$ cat src/hw/dtmfcs_pkg.sv
/*
 Shared constants, types and the tone-pair code table for the tone-pair
 code steering serializer. Assumes a 50 MHz core clock.
*/
package dtmfcs_pkg;
   // Clock and timing
   localparam int CLK_HZ = 50_000_000;
   localparam int CLK_MHZ = 50;
   localparam int PRESENCE_DETECT_TIME_US = 12000;
   localparam int ABSENCE_DETECT_TIME_US = 5000;
   localparam int PRESENCE_CYCLES = PRESENCE_DETECT_TIME_US * CLK_MHZ;
   localparam int ABSENCE_CYCLES = ABSENCE_DETECT_TIME_US * CLK_MHZ;
   localparam int TIMER_W = 20;
   // Tone bands
   localparam int ROW_HZ [4] = '{697, 770, 852, 941};
   localparam int COL_HZ [4] = '{1209, 1336, 1477, 1633};
   localparam int BAND_TOL_PCT = 3;
   localparam int PCT = 100;
   localparam int TONE_LOST_HZ = 600;
   localparam int TONE_TIMEOUT = CLK_HZ / TONE_LOST_HZ;
   localparam int PERIOD_W = 17;
   localparam int GROUPS = 2;
   localparam int GRP_ROW = 0;
   localparam int GRP_COL = 1;
   // Code and shifter
   localparam int CODE_W = 4;
   localparam logic [2:0] LAST_BIT = 3'h3;
   localparam logic [2:0] FIRST_SHIFT = 3'h1;
   // Register bus
   localparam int ADDR_W = 8;
   localparam int DATA_W = 32;
   localparam logic [ADDR_W-1:0] REG_CTRL = 8'h00;
   localparam logic [ADDR_W-1:0] REG_STATUS = 8'h04;
   localparam logic [ADDR_W-1:0] REG_MASK = 8'h08;
   localparam logic [ADDR_W-1:0] REG_CODE = 8'h0C;
   localparam int CTRL_EN_BIT = 0;
   localparam logic CTRL_RESET = 1'b1;
   localparam int EV_W = 4;
   localparam int EV_RISE = 0;
   localparam int EV_FALL = 1;
   localparam int EV_DONE = 2;
   localparam int EV_IGNORED = 3;
   localparam logic [EV_W-1:0] EV_NONE = 4'h0;
   localparam int CODE_STEER_BIT = 4;
   localparam int CODE_CNT_LSB = 8;

   typedef struct packed {
      logic valid;
      logic [1:0] idx;
   } dtmfcs_tone_t;

   typedef enum {ST_LOW, ST_HIGH} dtmfcs_steer_t;
   typedef enum {SH_WAIT, SH_ARMED, SH_SHIFT} dtmfcs_shift_t;

   // Row-major tone pair to 4-bit code
   function automatic logic [CODE_W-1:0] tone2code(input logic [1:0] row,
                                                   input logic [1:0] col);
      logic [CODE_W-1:0] tbl [16];
      tbl = '{4'h1, 4'h2, 4'h3, 4'hD,
              4'h4, 4'h5, 4'h6, 4'hE,
              4'h7, 4'h8, 4'h9, 4'hF,
              4'hB, 4'hA, 4'hC, 4'h0};
      return tbl[{row, col}];
   endfunction
endpackage

$ cat src/hw/dtmfcs_top.sv
/*
 Digital back end of a tone-pair signalling receiver: period-based tone
 detector, code converter, early-steering timer, acknowledge-clocked
 serial shifter, register port and interrupt.
 Assumes squared row/column tones and the acknowledge pin arrive
 asynchronously, and a single-cycle strobe register master on CORE_CLK.
*/
`timescale 1ns/1ps

module dtmfcs_top
   import dtmfcs_pkg::*;
#(
   parameter int PRES_CYC = PRESENCE_CYCLES,
   parameter int ABS_CYC = ABSENCE_CYCLES
)
(
   // Clock and reset
   input wire logic CORE_CLK,
   input wire logic SYS_RST,
   // Squared tones and acknowledge pin
   input wire logic ROW_TONE,
   input wire logic COL_TONE,
   input wire logic ACK,
   // Register port
   input wire logic [ADDR_W-1:0] ADDR,
   input wire logic [DATA_W-1:0] WR_DATA,
   input wire logic WR_STB,
   input wire logic RD_STB,
   output logic [DATA_W-1:0] RD_DATA,
   // Link outputs and interrupt
   output logic EARLY_STEER_OUT,
   output logic SERIAL_CODE_OUT,
   output logic IRQ
);

   logic [GROUPS-1:0] tone_s1, tone_s2, tone_prev;
   logic [PERIOD_W-1:0] per_cnt [GROUPS];
   dtmfcs_tone_t tone [GROUPS];
   logic ack_s1, ack_s2, ack_prev, ack_rise;
   logic ctrl_en, detect;
   logic [CODE_W-1:0] code;
   logic code_ready, code_changed;
   dtmfcs_steer_t st_state;
   logic [TIMER_W-1:0] st_cnt;
   logic steer_rise, steer_fall;
   dtmfcs_shift_t sh_state;
   logic [CODE_W-1:0] shreg;
   logic [2:0] bit_cnt;
   logic ev_done, ev_ignored;
   logic [EV_W-1:0] status, mask, ev_set;
   logic status_clr;
   logic [TIMER_W-1:0] det_run, abs_run;

   // Period in cycles matched against each nominal band
   function automatic dtmfcs_tone_t classify(input logic [PERIOD_W-1:0] p,
                                             input logic col);
      dtmfcs_tone_t res;
      int nom;
      res = '0;
      for (int i = 0; i < 4; i++)
      begin
         nom = CLK_HZ / (col ? COL_HZ[i] : ROW_HZ[i]);
         if (int'(p) >= nom * (PCT - BAND_TOL_PCT) / PCT &&
             int'(p) <= nom * (PCT + BAND_TOL_PCT) / PCT)
         begin
            res.valid = 1'b1;
            res.idx = 2'(i);
         end
      end
      return res;
   endfunction

   // Pin synchronisers
   always_ff @(posedge CORE_CLK)
   begin
      if (SYS_RST)
      begin
         tone_s1 <= '0;
         tone_s2 <= '0;
         tone_prev <= '0;
         ack_s1 <= 1'b0;
         ack_s2 <= 1'b0;
         ack_prev <= 1'b0;
      end
      else
      begin
         tone_s1 <= {COL_TONE, ROW_TONE};
         tone_s2 <= tone_s1;
         tone_prev <= tone_s2;
         ack_s1 <= ACK;
         ack_s2 <= ack_s1;
         ack_prev <= ack_s2;
      end
   end

   assign ack_rise = ack_s2 & ~ack_prev;

   // Tone period measurement per group
   always_ff @(posedge CORE_CLK)
   begin
      for (int g = 0; g < GROUPS; g++)
      begin
         if (SYS_RST)
         begin
            per_cnt[g] <= '0;
            tone[g] <= '0;
         end
         else if (tone_s2[g] && !tone_prev[g])
         begin
            tone[g] <= classify(per_cnt[g], g == GRP_COL);
            per_cnt[g] <= '0;
         end
         else if (int'(per_cnt[g]) >= TONE_TIMEOUT)
            tone[g] <= '0;
         else
            per_cnt[g] <= per_cnt[g] + 1'b1;
      end
   end

   assign detect = ctrl_en & tone[GRP_ROW].valid & tone[GRP_COL].valid;

   // Code converter
   always_ff @(posedge CORE_CLK)
   begin
      if (SYS_RST)
      begin
         code <= '0;
         code_ready <= 1'b0;
      end
      else
      begin
         code_ready <= detect;
         if (detect)
            code <= tone2code(tone[GRP_ROW].idx, tone[GRP_COL].idx);
      end
   end

   assign code_changed = detect &&
      (code != tone2code(tone[GRP_ROW].idx, tone[GRP_COL].idx));

   // Steering timer
   assign steer_rise = (st_state == ST_LOW) && detect && code_ready &&
      !code_changed && (int'(st_cnt) >= PRES_CYC - 1);
   assign steer_fall = (st_state == ST_HIGH) && !detect &&
      (int'(st_cnt) >= ABS_CYC - 1);

   always_ff @(posedge CORE_CLK)
   begin
      if (SYS_RST)
      begin
         st_state <= ST_LOW;
         st_cnt <= '0;
         EARLY_STEER_OUT <= 1'b0;
      end
      else
      begin
         unique case (st_state)
            ST_LOW:
            begin
               if (steer_rise)
               begin
                  st_state <= ST_HIGH;
                  st_cnt <= '0;
                  EARLY_STEER_OUT <= 1'b1;
               end
               else if (detect && code_ready && !code_changed)
                  st_cnt <= st_cnt + 1'b1;
               else
                  st_cnt <= '0;
            end
            ST_HIGH:
            begin
               if (steer_fall)
               begin
                  st_state <= ST_LOW;
                  st_cnt <= '0;
                  EARLY_STEER_OUT <= 1'b0;
               end
               else if (!detect)
                  st_cnt <= st_cnt + 1'b1;
               else
                  st_cnt <= '0;
            end
         endcase
      end
   end

   // Acknowledge-clocked serial shifter
   always_ff @(posedge CORE_CLK)
   begin
      if (SYS_RST)
      begin
         sh_state <= SH_WAIT;
         shreg <= '0;
         bit_cnt <= '0;
         SERIAL_CODE_OUT <= 1'b0;
         ev_done <= 1'b0;
         ev_ignored <= 1'b0;
      end
      else
      begin
         ev_done <= 1'b0;
         ev_ignored <= 1'b0;
         if (steer_rise)
         begin
            sh_state <= SH_ARMED;
            bit_cnt <= '0;
         end
         else if (ack_rise && !EARLY_STEER_OUT)
            ev_ignored <= 1'b1;
         else if (ack_rise)
         begin
            unique case (sh_state)
               SH_ARMED:
               begin
                  shreg <= code;
                  SERIAL_CODE_OUT <= code[0];
                  bit_cnt <= FIRST_SHIFT;
                  sh_state <= SH_SHIFT;
               end
               SH_SHIFT:
               begin
                  SERIAL_CODE_OUT <= shreg[bit_cnt[1:0]];
                  bit_cnt <= bit_cnt + 1'b1;
                  if (bit_cnt == LAST_BIT)
                  begin
                     sh_state <= SH_WAIT;
                     ev_done <= 1'b1;
                  end
               end
               SH_WAIT:
                  ev_ignored <= 1'b1;
            endcase
         end
      end
   end

   // Register port and interrupt
   assign status_clr = RD_STB && (ADDR == REG_STATUS);
   always_comb
   begin
      ev_set = EV_NONE;
      ev_set[EV_RISE] = steer_rise;
      ev_set[EV_FALL] = steer_fall;
      ev_set[EV_DONE] = ev_done;
      ev_set[EV_IGNORED] = ev_ignored;
   end

   always_ff @(posedge CORE_CLK)
   begin
      if (SYS_RST)
      begin
         ctrl_en <= CTRL_RESET;
         mask <= EV_NONE;
      end
      else if (WR_STB && ADDR == REG_CTRL)
         ctrl_en <= WR_DATA[CTRL_EN_BIT];
      else if (WR_STB && ADDR == REG_MASK)
         mask <= WR_DATA[EV_W-1:0];
   end

   always_ff @(posedge CORE_CLK)
   begin
      if (SYS_RST)
      begin
         status <= EV_NONE;
         IRQ <= 1'b0;
      end
      else
      begin
         status <= (status & ~(status_clr ? {EV_W{1'b1}} : EV_NONE)) | ev_set;
         IRQ <= |(status & mask);
      end
   end

   always_ff @(posedge CORE_CLK)
   begin
      RD_DATA <= '0;
      if (RD_STB && !SYS_RST)
      begin
         unique case (ADDR)
            REG_CTRL: RD_DATA[CTRL_EN_BIT] <= ctrl_en;
            REG_STATUS: RD_DATA[EV_W-1:0] <= status;
            REG_MASK: RD_DATA[EV_W-1:0] <= mask;
            REG_CODE:
            begin
               RD_DATA[CODE_W-1:0] <= code;
               RD_DATA[CODE_STEER_BIT] <= EARLY_STEER_OUT;
               RD_DATA[CODE_CNT_LSB +: 3] <= bit_cnt;
            end
            default: RD_DATA <= '0;
         endcase
      end
   end

   // Run-length helpers for checking steering times
   always_ff @(posedge CORE_CLK)
   begin
      if (SYS_RST)
      begin
         det_run <= '0;
         abs_run <= '0;
      end
      else
      begin
         det_run <= (detect && code_ready && !code_changed) ? det_run + 1'b1 : '0;
         abs_run <= !detect ? abs_run + 1'b1 : '0;
      end
   end

   steer_cause_a: assert property (@(posedge CORE_CLK) disable iff (SYS_RST)
      $rose(EARLY_STEER_OUT) |-> $past(detect) && $past(code_ready))
      else $error("steering rose without detect and code ready");

   presence_time_a: assert property (@(posedge CORE_CLK) disable iff (SYS_RST)
      $rose(EARLY_STEER_OUT) |-> int'($past(det_run)) >= PRES_CYC - 1)
      else $error("steering rose before presence time");

   absence_time_a: assert property (@(posedge CORE_CLK) disable iff (SYS_RST)
      $fell(EARLY_STEER_OUT) |-> int'($past(abs_run)) >= ABS_CYC - 1)
      else $error("steering fell before absence time");

   first_capture_a: assert property (@(posedge CORE_CLK) disable iff (SYS_RST)
      (ack_rise && EARLY_STEER_OUT && sh_state == SH_ARMED && !steer_rise)
      |=> SERIAL_CODE_OUT == $past(code[0]) && shreg == $past(code))
      else $error("first acknowledge did not present bit zero");

   shift_step_a: assert property (@(posedge CORE_CLK) disable iff (SYS_RST)
      (ack_rise && EARLY_STEER_OUT && sh_state == SH_SHIFT && !steer_rise)
      |=> SERIAL_CODE_OUT == shreg[$past(bit_cnt[1:0])])
      else $error("acknowledge did not advance serial bit");

   extra_ack_a: assert property (@(posedge CORE_CLK) disable iff (SYS_RST)
      (sh_state == SH_WAIT && !steer_rise) |=> $stable(SERIAL_CODE_OUT))
      else $error("acknowledge past fourth changed serial output");

   steer_low_a: assert property (@(posedge CORE_CLK) disable iff (SYS_RST)
      !EARLY_STEER_OUT |=> $stable(SERIAL_CODE_OUT))
      else $error("serial output moved while steering low");

   four_pulses_a: assert property (@(posedge CORE_CLK) disable iff (SYS_RST)
      (sh_state == SH_SHIFT && bit_cnt == LAST_BIT && ack_rise && EARLY_STEER_OUT &&
       !steer_rise) |=> sh_state == SH_WAIT ##1 status[EV_DONE])
      else $error("fourth acknowledge did not end the digit");

   code_ready_a: assert property (@(posedge CORE_CLK) disable iff (SYS_RST)
      detect |=> code_ready && code == tone2code($past(tone[GRP_ROW].idx),
                                                 $past(tone[GRP_COL].idx)))
      else $error("code not ready after detect");

endmodule

$ cat config.mk
export PLATFORM = sky130hd
export DESIGN_NAME = dtmfcs_top
export DESIGN_NICKNAME = d
export VERILOG_FILES = /design/src/hw/dtmfcs_pkg.sv /design/src/hw/dtmfcs_top.sv
export SDC_FILE = /design/constraint.sdc
export NUM_CORES = 1
export LEC_CHECK = 0
export ABC_AREA = 1
export BUFFER_PORTS_ARGS = -buffer_cell sky130_fd_sc_hd__buf_2
export CORE_ASPECT_RATIO = 1.4
export CORE_UTILIZATION = 40
export CTS_CLUSTER_DIAMETER = 150
export DETAILED_ROUTE_END_ITERATION = 8
export PLACE_DENSITY_LB_ADDON = 0.05
export SLEW_MARGIN = 30
export SYNTH_ARGS = -nofsm -noshare
export SYNTH_HDL_FRONTEND = slang
export SYNTH_SLANG_ARGS = --single-unit
$ cat constraint.sdc
create_clock -name CORE_CLK -period 2.34 [get_ports CORE_CLK]
set_input_delay 0.468 -clock CORE_CLK [delete_from_list [all_inputs] [get_ports CORE_CLK]]
set_output_delay 0.468 -clock CORE_CLK [all_outputs]
set_load 0.02 [all_outputs]
==> results.py, run 1 <==
metrics = {
    "status": {
        "status": "finished, final reports clean",
    },
    "layout": {
        "regArea_um2": 2500,
        "num-fill-cells": 1879,
        "fin_nets": 1198,
        "areaGrowthSynthToFinish_pct": 9.93,
        "final_cell_mix": "nand2_1 (254), nor2_1 (179), inv_1 (147), nand3_1 (102), dfxtp_1 (65)",
        "num_antenna_cells": 0,
        "fin_area_um2": 7920,
        "drive_gt1_share_pct": 9.31,
        "mostFrequentLayoutCell": "nand2_1",
        "multi_input_area_um2": 3890,
    },
    "sta": {
        "fin_crit_ps": 2070,
        "setup_viol": 0,
        "min_period_over_period_pct": 88.4,
        "final.setup.tns_ps": 0,
        "hold_viol_final": 0,
        "rsz0062_at_grt": "no",
        "max_freq_ghz": 0.484,
        "slew_violations": 0,
        "finalClockSkew_ps": 8.38,
    },
    "worst_hold_path": {
        "min_path_type": "primary input to register",
        "hold_depth": 3,
    },
    "floorplan": {
        "pin_count": 82,
        "initial_core_util_pct": 41.3,
        "chipWidth_um": 115,
        "fp.coreArea_um2": 17500,
        "dieArea_um2": 18600,
        "row_count": 57,
        "die_y_um": 161,
    },
    "worst_setup_path": {
        "start_kind": "register",
        "cp_slowest_stage_delay_ps": 530,
        "rrSetupSlack_ps": 270,
        "cp.arrival_ps": 2180,
        "path_max_fanout": 10,
        "timing.critical_path.mode_cell": "nand3_1",
        "ff2ff_path_depth": 7,
        "cp_cell_sequence": "nor2_1 -> inv_1 -> nor3_1 -> nand3_1 -> nand4_1 -> nand3_1 -> buf_4",
        "worstPathRequired_ps": 2450,
        "cp-end-kind": "register",
        "slowest_stage": "edfxtp_1",
        "worstSetupPathType": "register to register",
    },
    "logic_synthesis": {
        "ys_async_sr_fraction_pct": 0,
        "ys_ff_latch": 105,
        "synth_xor_area_share_pct": 2.43,
        "synthAdderAreaFrac_pct": 3.12,
        "synth_compound_area_share_pct": 9.53,
        "synth_top_family_by_area": "simple AND/OR/NAND/NOR gates",
        "dominantRegCellSynth": "dfxtp_1",
        "ys_seq_area_share_pct": 34.7,
        "yosysWarningCount": 0,
        "synth_simple_gate_area_share_pct": 37.6,
        "synthMuxAreaShare_pct": 0,
        "synthesis.instances": 1095,
        "ys_types": 44,
        "avgSynthCellArea_um2": 6.58,
        "synth-edff-count": 40,
        "syn_area_um2": 7210,
    },
    "cts": {
        "cts_tree": "built",
        "insertion_delay_ps": 360,
        "cts_buffers": 9,
        "htree_levels": 3,
        "postCtsSetupRepairBufs": 0,
        "cts_resized": 0,
        "ctsLongestPathBuffers": 2,
        "clock-sinks": 105,
        "cts_root_buf": "clkbuf_16",
        "ctsHoldBuffers": 0,
        "cts.clk_slew.worst_paths_ps": 80,
    },
    "global_route": {
        "grt_pass1_vias": 6566,
        "grt_pass1_wl_mm": 31.1,
        "antenna_found_initial": 0,
        "grt-ovfl-total": 0,
        "grt_use_total_pct": 21.3,
        "grt_max_degree": 29,
    },
    "route": {
        "drc": 0,
        "m1WireLength_mm": 8.01,
        "wl_per_cell_um": 13.5,
        "drt_iter0_drc": 436,
        "wl_mm": 18.6,
        "vias_per_cell": 4.96,
        "top_layer": "met4",
        "met2_length_mm": 9.50,
        "dr.pass1.iters": 5,
        "wl_met3_um": 472,
        "via_count": 6817,
        "final_antenna_net_count": 0,
    },
    "power": {
        "powerDensity_nw_per_um2": 481,
        "peakVddDrop_v": 0.000335,
        "leakagePower_nw": 3.49,
    },
    "placed_design": {
        "port_buffers": 29,
        "place_area_um2": 7600,
        "hpwl_mm": 14.5,
        "place_congestion": 0.942,
    },
    "run": {
        "maxCapViolations": 0,
    },
}
-- per-layer routing --
metal,vias up,GRT usage [%]
met2,141,38.4
met4,0,9.86
met1,3066,24.6
li1,3572,-
met5,-,0
met3,38,2.34
-- sequential cells by signal, indices dropped and copies added, names as in the netlist, 3 cells and up --
name and cells:
per_cnt 34, st_cnt 20, RD_DATA 8, tone 6
code 4, mask 4, shreg 4, status 4
bit_cnt 3
-- Yosys cell counts, types with 16 or more instances --
| cell type | n | area share, % |
|---|---|---|
| a21oi_1 | 61 | 4.2 |
| buf_2 | 16 | 1.1 |
| buf_4 | 29 | 3.0 |
| dfxtp_1 | 65 | 18 |
| edfxtp_1 | 40 | 17 |
| ha_1 | 18 | 3.1 |
| inv_1 | 147 | 7.7 |
| nand2_1 | 254 | 13 |
| nand3_1 | 102 | 7.1 |
| nand4_1 | 24 | 2.1 |
| nor2_1 | 179 | 9.3 |
| nor3_1 | 24 | 1.7 |
| o21ai_0 | 40 | 2.8 |
| xor2_1 | 19 | 2.3 |
-- cells by family (layout without fill, tap and decap cells) --
logic type,Yosys count,after routing
AO/OA/AOI/OAI,127,127
XOR/XNOR,20,20
adder cells (fa/ha/maj),18,18
buffers and inverters,204,224
flip-flops,105,105
other,1,24
AND/OR/NAND/NOR,620,620
-- final cells by class --
type / instances / area share, %
Tap cell: 236 / 3.73
Multi-Input combinational cell: 809 / 49.1
Timing Repair Buffer: 56 / 4.39
Inverter: 152 / 7.20
Clock buffer: 9 / 2.84
Sequential cell: 105 / 31.6
Clock inverter: 7 / 1.18
-- critical path, delay by kind of cell, from the launching register on --
kind          cells  cell delay, ps
buf+inv           2             330
flops             1             530
simple gates      5             970
-- where the power goes --
part,internal [W],total [W],switching [W]
sequential,0.00191,0.00194,0.0000272
combinational,0.0000662,0.000223,0.000157
clock,0.000862,0.00165,0.000788
-- worst paths after layout --
| path | from | to |
|---|---|---|
| worst max-delay path | per_cnt[1][12] | per_cnt[1][1] |
| worst min-delay path | COL_TONE | tone_s1[1] |
| worst max register to register | per_cnt[1][12] | per_cnt[1][1] |
| worst min register to register | tone_s1[0] | tone_s2[0] |
-- metrics by stage --
stage                     util [%]  worst slack, ps  hold WS [ps]  cells  power, W
after CTS                     45.3              280           305   1374   0.00385
after floorplan                  -              234           388   1118   0.00217
final                         45.3              272           309   1374   0.00381
after global placement        43.5              304           398   1358   0.00220
after detailed placement      43.5              285           392   1358   0.00220
after global routing          45.3             96.1           323   1374   0.00397
Note: power is estimated with default switching activity, not from simulation.
==> run 2: changes to the inputs <==
Settings changed: CTS_BUF_LIST from default to sky130_fd_sc_hd__clkbuf_8 sky130_fd_sc_hd__clkbuf_16, CTS_CLUSTER_SIZE from default to 24.
Clock period 2.34 ns to 2.6 ns, I/O delays scaled along.
==> run 2 against run 1 <==
Net effect:
- flip-flop and latch count stayed put
- cell count shrank 0.95%
- register-to-register slack better by 210 ps
- sequential power down 9.8%
- design area shrank 1.2%
- worst setup slack gained 210 ps
- combinational power fell by 13%
- clock-buffer cell count unchanged
- utilization down 0.55 points
- critical path depth grew 2
- hold slack better by 48 ps
==> results.py, run 2 (same netlist as run 1, synthesis figures left out) <==
metrics = {
    "cts": {
        "insertion_delay_ps": 370,
        "ctsLongestPathBuffers": 2,
        "cts_buffers": 9,
        "ctsHoldBuffers": 0,
        "postCtsSetupRepairBufs": 0,
        "cts_resized": 0,
        "clock-sinks": 105,
        "cts.clk_slew.worst_paths_ps": 80,
        "cts_root_buf": "clkbuf_16",
        "htree_levels": 3,
        "cts_tree": "built",
    },
    "placed_design": {
        "port_buffers": 29,
        "place_congestion": 0.922,
        "hpwl_mm": 14.5,
    },
    "sta": {
        "final.setup.tns_ps": 0,
        "finalClockSkew_ps": 10.4,
        "hold_viol_final": 0,
        "slew_violations": 0,
        "max_freq_ghz": 0.472,
        "min_period_over_period_pct": 81.6,
        "rsz0062_at_grt": "no",
        "setup_viol": 0,
        "fin_crit_ps": 2120,
    },
    "route": {
        "via_count": 6796,
        "vias_per_cell": 4.99,
        "final_antenna_net_count": 0,
        "wl_per_cell_um": 13.6,
        "drc": 0,
        "dr.pass1.iters": 5,
        "wl_mm": 18.5,
        "drt_iter0_drc": 374,
    },
    "worst_setup_path": {
        "r2r-start": "per_cnt[0][0]",
        "start_kind": "register",
        "cp.arrival_ps": 2230,
        "r2r-end": "per_cnt[0][16]",
        "cp-end-kind": "register",
        "rrSetupSlack_ps": 480,
        "ff2ff_path_depth": 9,
        "worstSetupPathType": "register to register",
        "path_max_fanout": 9,
        "worstPathRequired_ps": 2710,
    },
    "worst_hold_path": {
        "min_path_type": "primary input to register",
        "min_from": "COL_TONE",
        "holdPathEnd": "tone_s1[1]",
        "hold_depth": 3,
    },
    "global_route": {
        "grt_use_total_pct": 21.4,
        "grt_pass1_wl_mm": 31.3,
        "grt_max_degree": 29,
        "grt_pass1_vias": 6792,
        "antenna_found_initial": 0,
        "grt-ovfl-total": 0,
    },
    "layout": {
        "num-fill-cells": 1939,
        "largest_register_ffs": 34,
        "largestRegisters": "per_cnt (34), st_cnt (20), RD_DATA (8)",
        "finalCoreUtilization_pct": 44.8,
        "regMostFlops": "per_cnt",
        "final_cell_mix": "nand2_1 (254), nor2_1 (179), inv_1 (147), nand3_1 (102), dfxtp_1 (65)",
        "drive_gt1_share_pct": 8.27,
        "num_antenna_cells": 0,
        "mostFrequentLayoutCell": "nand2_1",
        "fin_nets": 1185,
        "areaGrowthSynthToFinish_pct": 8.59,
    },
    "power": {
        "powerDensity_nw_per_um2": 436,
        "leakagePower_nw": 3.43,
        "peakVddDrop_v": 0.000272,
    },
    "floorplan": {
        "row_count": 57,
        "dieArea_um2": 18600,
        "initial_core_util_pct": 41.3,
        "fp.coreArea_um2": 17500,
        "die_y_um": 161,
        "chipWidth_um": 115,
        "pin_count": 82,
    },
    "run": {
        "maxCapViolations": 0,
    },
    "status": {
        "status": "finished, final reports clean",
    },
}
[run 2: cell types whose count changed in the layout (fill, tap and decap cells not counted), sizes merged]
cell | previous run | this run
clkinvlp | 1 | 0
buf | 56 | 43
inv | 155 | 156
[run 2: worst max-delay path by stage]
stage                             start  slack (ps)              to  depth (start not counted)
after floorplan                 SYS_RST         440   per_cnt[1][0]                          5
after global placement    per_cnt[0][0]         510  per_cnt[0][16]                          9
after detailed placement  per_cnt[1][0]         510  per_cnt[1][14]                          8
after CTS                 per_cnt[0][0]         500  per_cnt[0][16]                          9
after global routing      per_cnt[0][0]         300  per_cnt[0][16]                          9
final                     per_cnt[0][0]         480  per_cnt[0][16]                          9
[run 2: per-layer routing]
layer	global-route usage (%)	wire, um	vias up
met1	24.3	7960	3083
li1	-	-	3532
met4	12.4	806	0
met3	2.53	485	54
met5	0	0	-
met2	37.9	9290	127
[run 2: where the power goes]
group | total, W | internal [W] | switching, W
clock network | 0.00147 | 0.000779 | 0.000695
registers | 0.00175 | 0.00172 | 0.0000294
logic | 0.000193 | 0.0000560 | 0.000137
total | 0.00341 | 0.00255 | 0.000861
[run 2: per-stage QoR]
step           total power, W  std cells  hold WS [ps]  cell area (um2)  setup slack [ps]
6_report              0.00341       1361           357             7830               480
5_1_grt               0.00357       1361           369             7830               299
4_1_cts               0.00347       1361           352             7830               502
3_5_place_dp          0.00198       1345           396             7510               511
3_3_place_gp          0.00198       1345           398             7510               508
2_1_floorplan         0.00195       1118           388             7290               442
[run 2: final cells by class]
cell class              instances  area [um2]  area share (%)
flip-flops and latches        105        2500            32.0
inverters                     152         571            7.29
clock buffers                   9         225            2.88
well taps                     236         295            3.77
multi-input cells             809        3890            49.7
repair buffers                 43         250            3.20
clock inverters                 7        95.1            1.21
[run 2: critical path, cell delays in order (launching register included)]
cell and delay [ps]:
edfxtp_1 570, ha_1 230, inv_1 70, nor2_1 180, nand3_1 160, nor2_1 140, nand4_1 160, nor2_1 160
xor2_1 150, nor2_1 50
==> run 3: changes to the inputs <==
Clock period 2.6 ns to 2.1 ns, I/O delays scaled along.
==> run 3 against run 2 <==
Net effect:
- die area unchanged
- clock-buffer cell count unchanged
- combinational power increased by 54%
- register-to-register slack got worse by 410 ps
- maximum frequency increased by 4.6%
- largest power group unchanged
- design area increased by 5.8%
==> results.py, run 3 (same netlist as run 1, synthesis figures left out) <==
metrics = {
    "route": {
        "drc": 0,
        "via_count": 6971,
        "wl_mm": 19.8,
        "drt_iter0_drc": 416,
        "wl_per_cell_um": 14.0,
        "final_antenna_net_count": 0,
        "dr.pass1.iters": 5,
        "vias_per_cell": 4.93,
    },
    "cts": {
        "cts_root_buf": "clkbuf_16",
        "htree_levels": 3,
        "ctsLongestPathBuffers": 2,
        "ctsHoldBuffers": 0,
        "cts.clk_slew.worst_paths_ps": 80,
        "cts_tree": "built",
        "cts_buffers": 9,
        "insertion_delay_ps": 360,
        "clock-sinks": 105,
    },
    "worst_setup_path": {
        "cp-startpoint": "per_cnt[0][1]",
        "cp_slowest_stage_delay_ps": 460,
        "path_max_fanout": 13,
        "worstPathRequired_ps": 2230,
        "timing.critical_path.mode_cell": "nand3_1",
        "cp.arrival_ps": 2160,
        "cp_cell_sequence": "inv_2 -> ha_2 -> nand3_1 -> nor4_2 -> nand4_1 -> nand3_1 -> nand2_2 -> buf_12",
        "start_kind": "register",
        "r2r-start": "per_cnt[0][1]",
        "worstSetupPathType": "register to register",
        "slowest_stage": "edfxtp_1",
        "cp-end-kind": "register",
    },
    "power": {
        "peakVddDrop_v": 0.000379,
        "total_power_w": 0.00415,
        "leakagePower_nw": 3.69,
        "powerDensity_nw_per_um2": 501,
    },
    "sta": {
        "fin_crit_ps": 2030,
        "finalClockSkew_ps": 8.59,
        "max_freq_ghz": 0.493,
        "slew_violations": 0,
        "min_period_over_period_pct": 96.6,
        "hold_viol_final": 0,
        "rsz0062_at_grt": "yes",
        "setup_viol": 0,
    },
    "status": {
        "status": "finished, final reports clean",
    },
    "floorplan": {
        "row_count": 57,
        "pin_count": 82,
        "die_y_um": 161,
        "initial_core_util_pct": 41.3,
        "dieArea_um2": 18600,
        "fp.coreArea_um2": 17500,
        "chipWidth_um": 115,
    },
    "global_route": {
        "antenna_found_initial": 0,
        "grt_pass1_wl_mm": 31.6,
        "grt_pass1_vias": 6732,
        "grt_use_total_pct": 21.7,
        "grt_max_degree": 29,
        "grt-ovfl-total": 0,
    },
    "layout": {
        "areaGrowthSynthToFinish_pct": 14.9,
        "largestRegisters": "per_cnt (34), st_cnt (20), RD_DATA (8)",
        "drive_gt1_share_pct": 13.3,
        "regMostFlops": "per_cnt",
        "fin_nets": 1239,
        "mostFrequentLayoutCell": "nand2_1",
        "fin_area_um2": 8280,
        "finalCoreUtilization_pct": 47.4,
        "largest_register_ffs": 34,
        "num_antenna_cells": 0,
        "final_cell_mix": "nand2_1 (251), nor2_1 (177), inv_1 (144), nand3_1 (102), dfxtp_1 (65)",
    },
    "worst_hold_path": {
        "min_path_type": "primary input to register",
        "min_from": "COL_TONE",
    },
    "placed_design": {
        "hpwl_mm": 15.2,
        "place_congestion": 0.924,
        "port_buffers": 29,
        "place_area_um2": 7840,
    },
    "run": {
        "maxCapViolations": 0,
    },
}
run 3: cell types whose count changed in the layout (fill, tap and decap cells not counted), sizes merged:
cell / delta
bufinv: -1
clkinvlp: +1
buf: +51
nand4: +3
inv: -2
clkinv: +2
run 3: metrics by stage:
| step | std cells | TNS, ps | hold slack, ps | setup slack, ps |
|---|---|---|---|---|
| floorplan | 1118 | 0 | 388 | 34.3 |
| global placement | 1387 | 0 | 397 | 45.9 |
| detailed placement | 1387 | 0 | 407 | 75.8 |
| CTS | 1403 | 0 | 254 | 48.4 |
| global route | 1415 | -1060 | 274 | -65.5 |
| finish | 1415 | 0 | 255 | 72.0 |
run 3: path summary, 6_finish.rpt:
path | cells after the start | slack (ps) | to
setup reg to reg | 8 | 70 | per_cnt[0][4]
hold / removal | 3 | 260 | tone_s1[1]
setup / recovery | 8 | 70 | per_cnt[0][4]
hold reg to reg | 2 | 420 | tone_s2[1]
run 3: critical path, delay by kind of cell, from the launching register on:
family / cells / cell delay [ps]
DFF: 1 / 460
adders and majority gates: 1 / 190
and+or+nand+nor: 5 / 860
buffers and inverters: 2 / 270
run 3: layout make-up:
type / instances / area, um2
inverters: 152 / 571
clock buffers: 9 / 225
flip-flops and latches: 105 / 2500
repair buffers: 94 / 649
fillers: 1899 / 9190
clock inverters: 7 / 66.3
well taps: 236 / 295
multi-input cells: 812 / 3970
run 3: power breakdown:
part           internal (W)  switching, W
combinational      0.000102      0.000196
sequential          0.00213     0.0000301
clock              0.000831      0.000862
total               0.00306       0.00109
run 3: routing by layer:
metal / wire length (um) / up-vias / track usage [%]
met4: 655 / 0 / 10.0
li1: - / 3664 / -
met2: 10200 / 142 / 39.8
met5: 0 / - / 0
met3: 566 / 50 / 2.38
met1: 8440 / 3115 / 24.6
run 3: what timing repair did:
| action | 4_1_cts | 5_1_grt |
|---|---|---|
| resized for setup | 0 | 14 |
| buffers inserted | 0 | 9 |
| endpoints found under the setup margin | 0 | 83 |
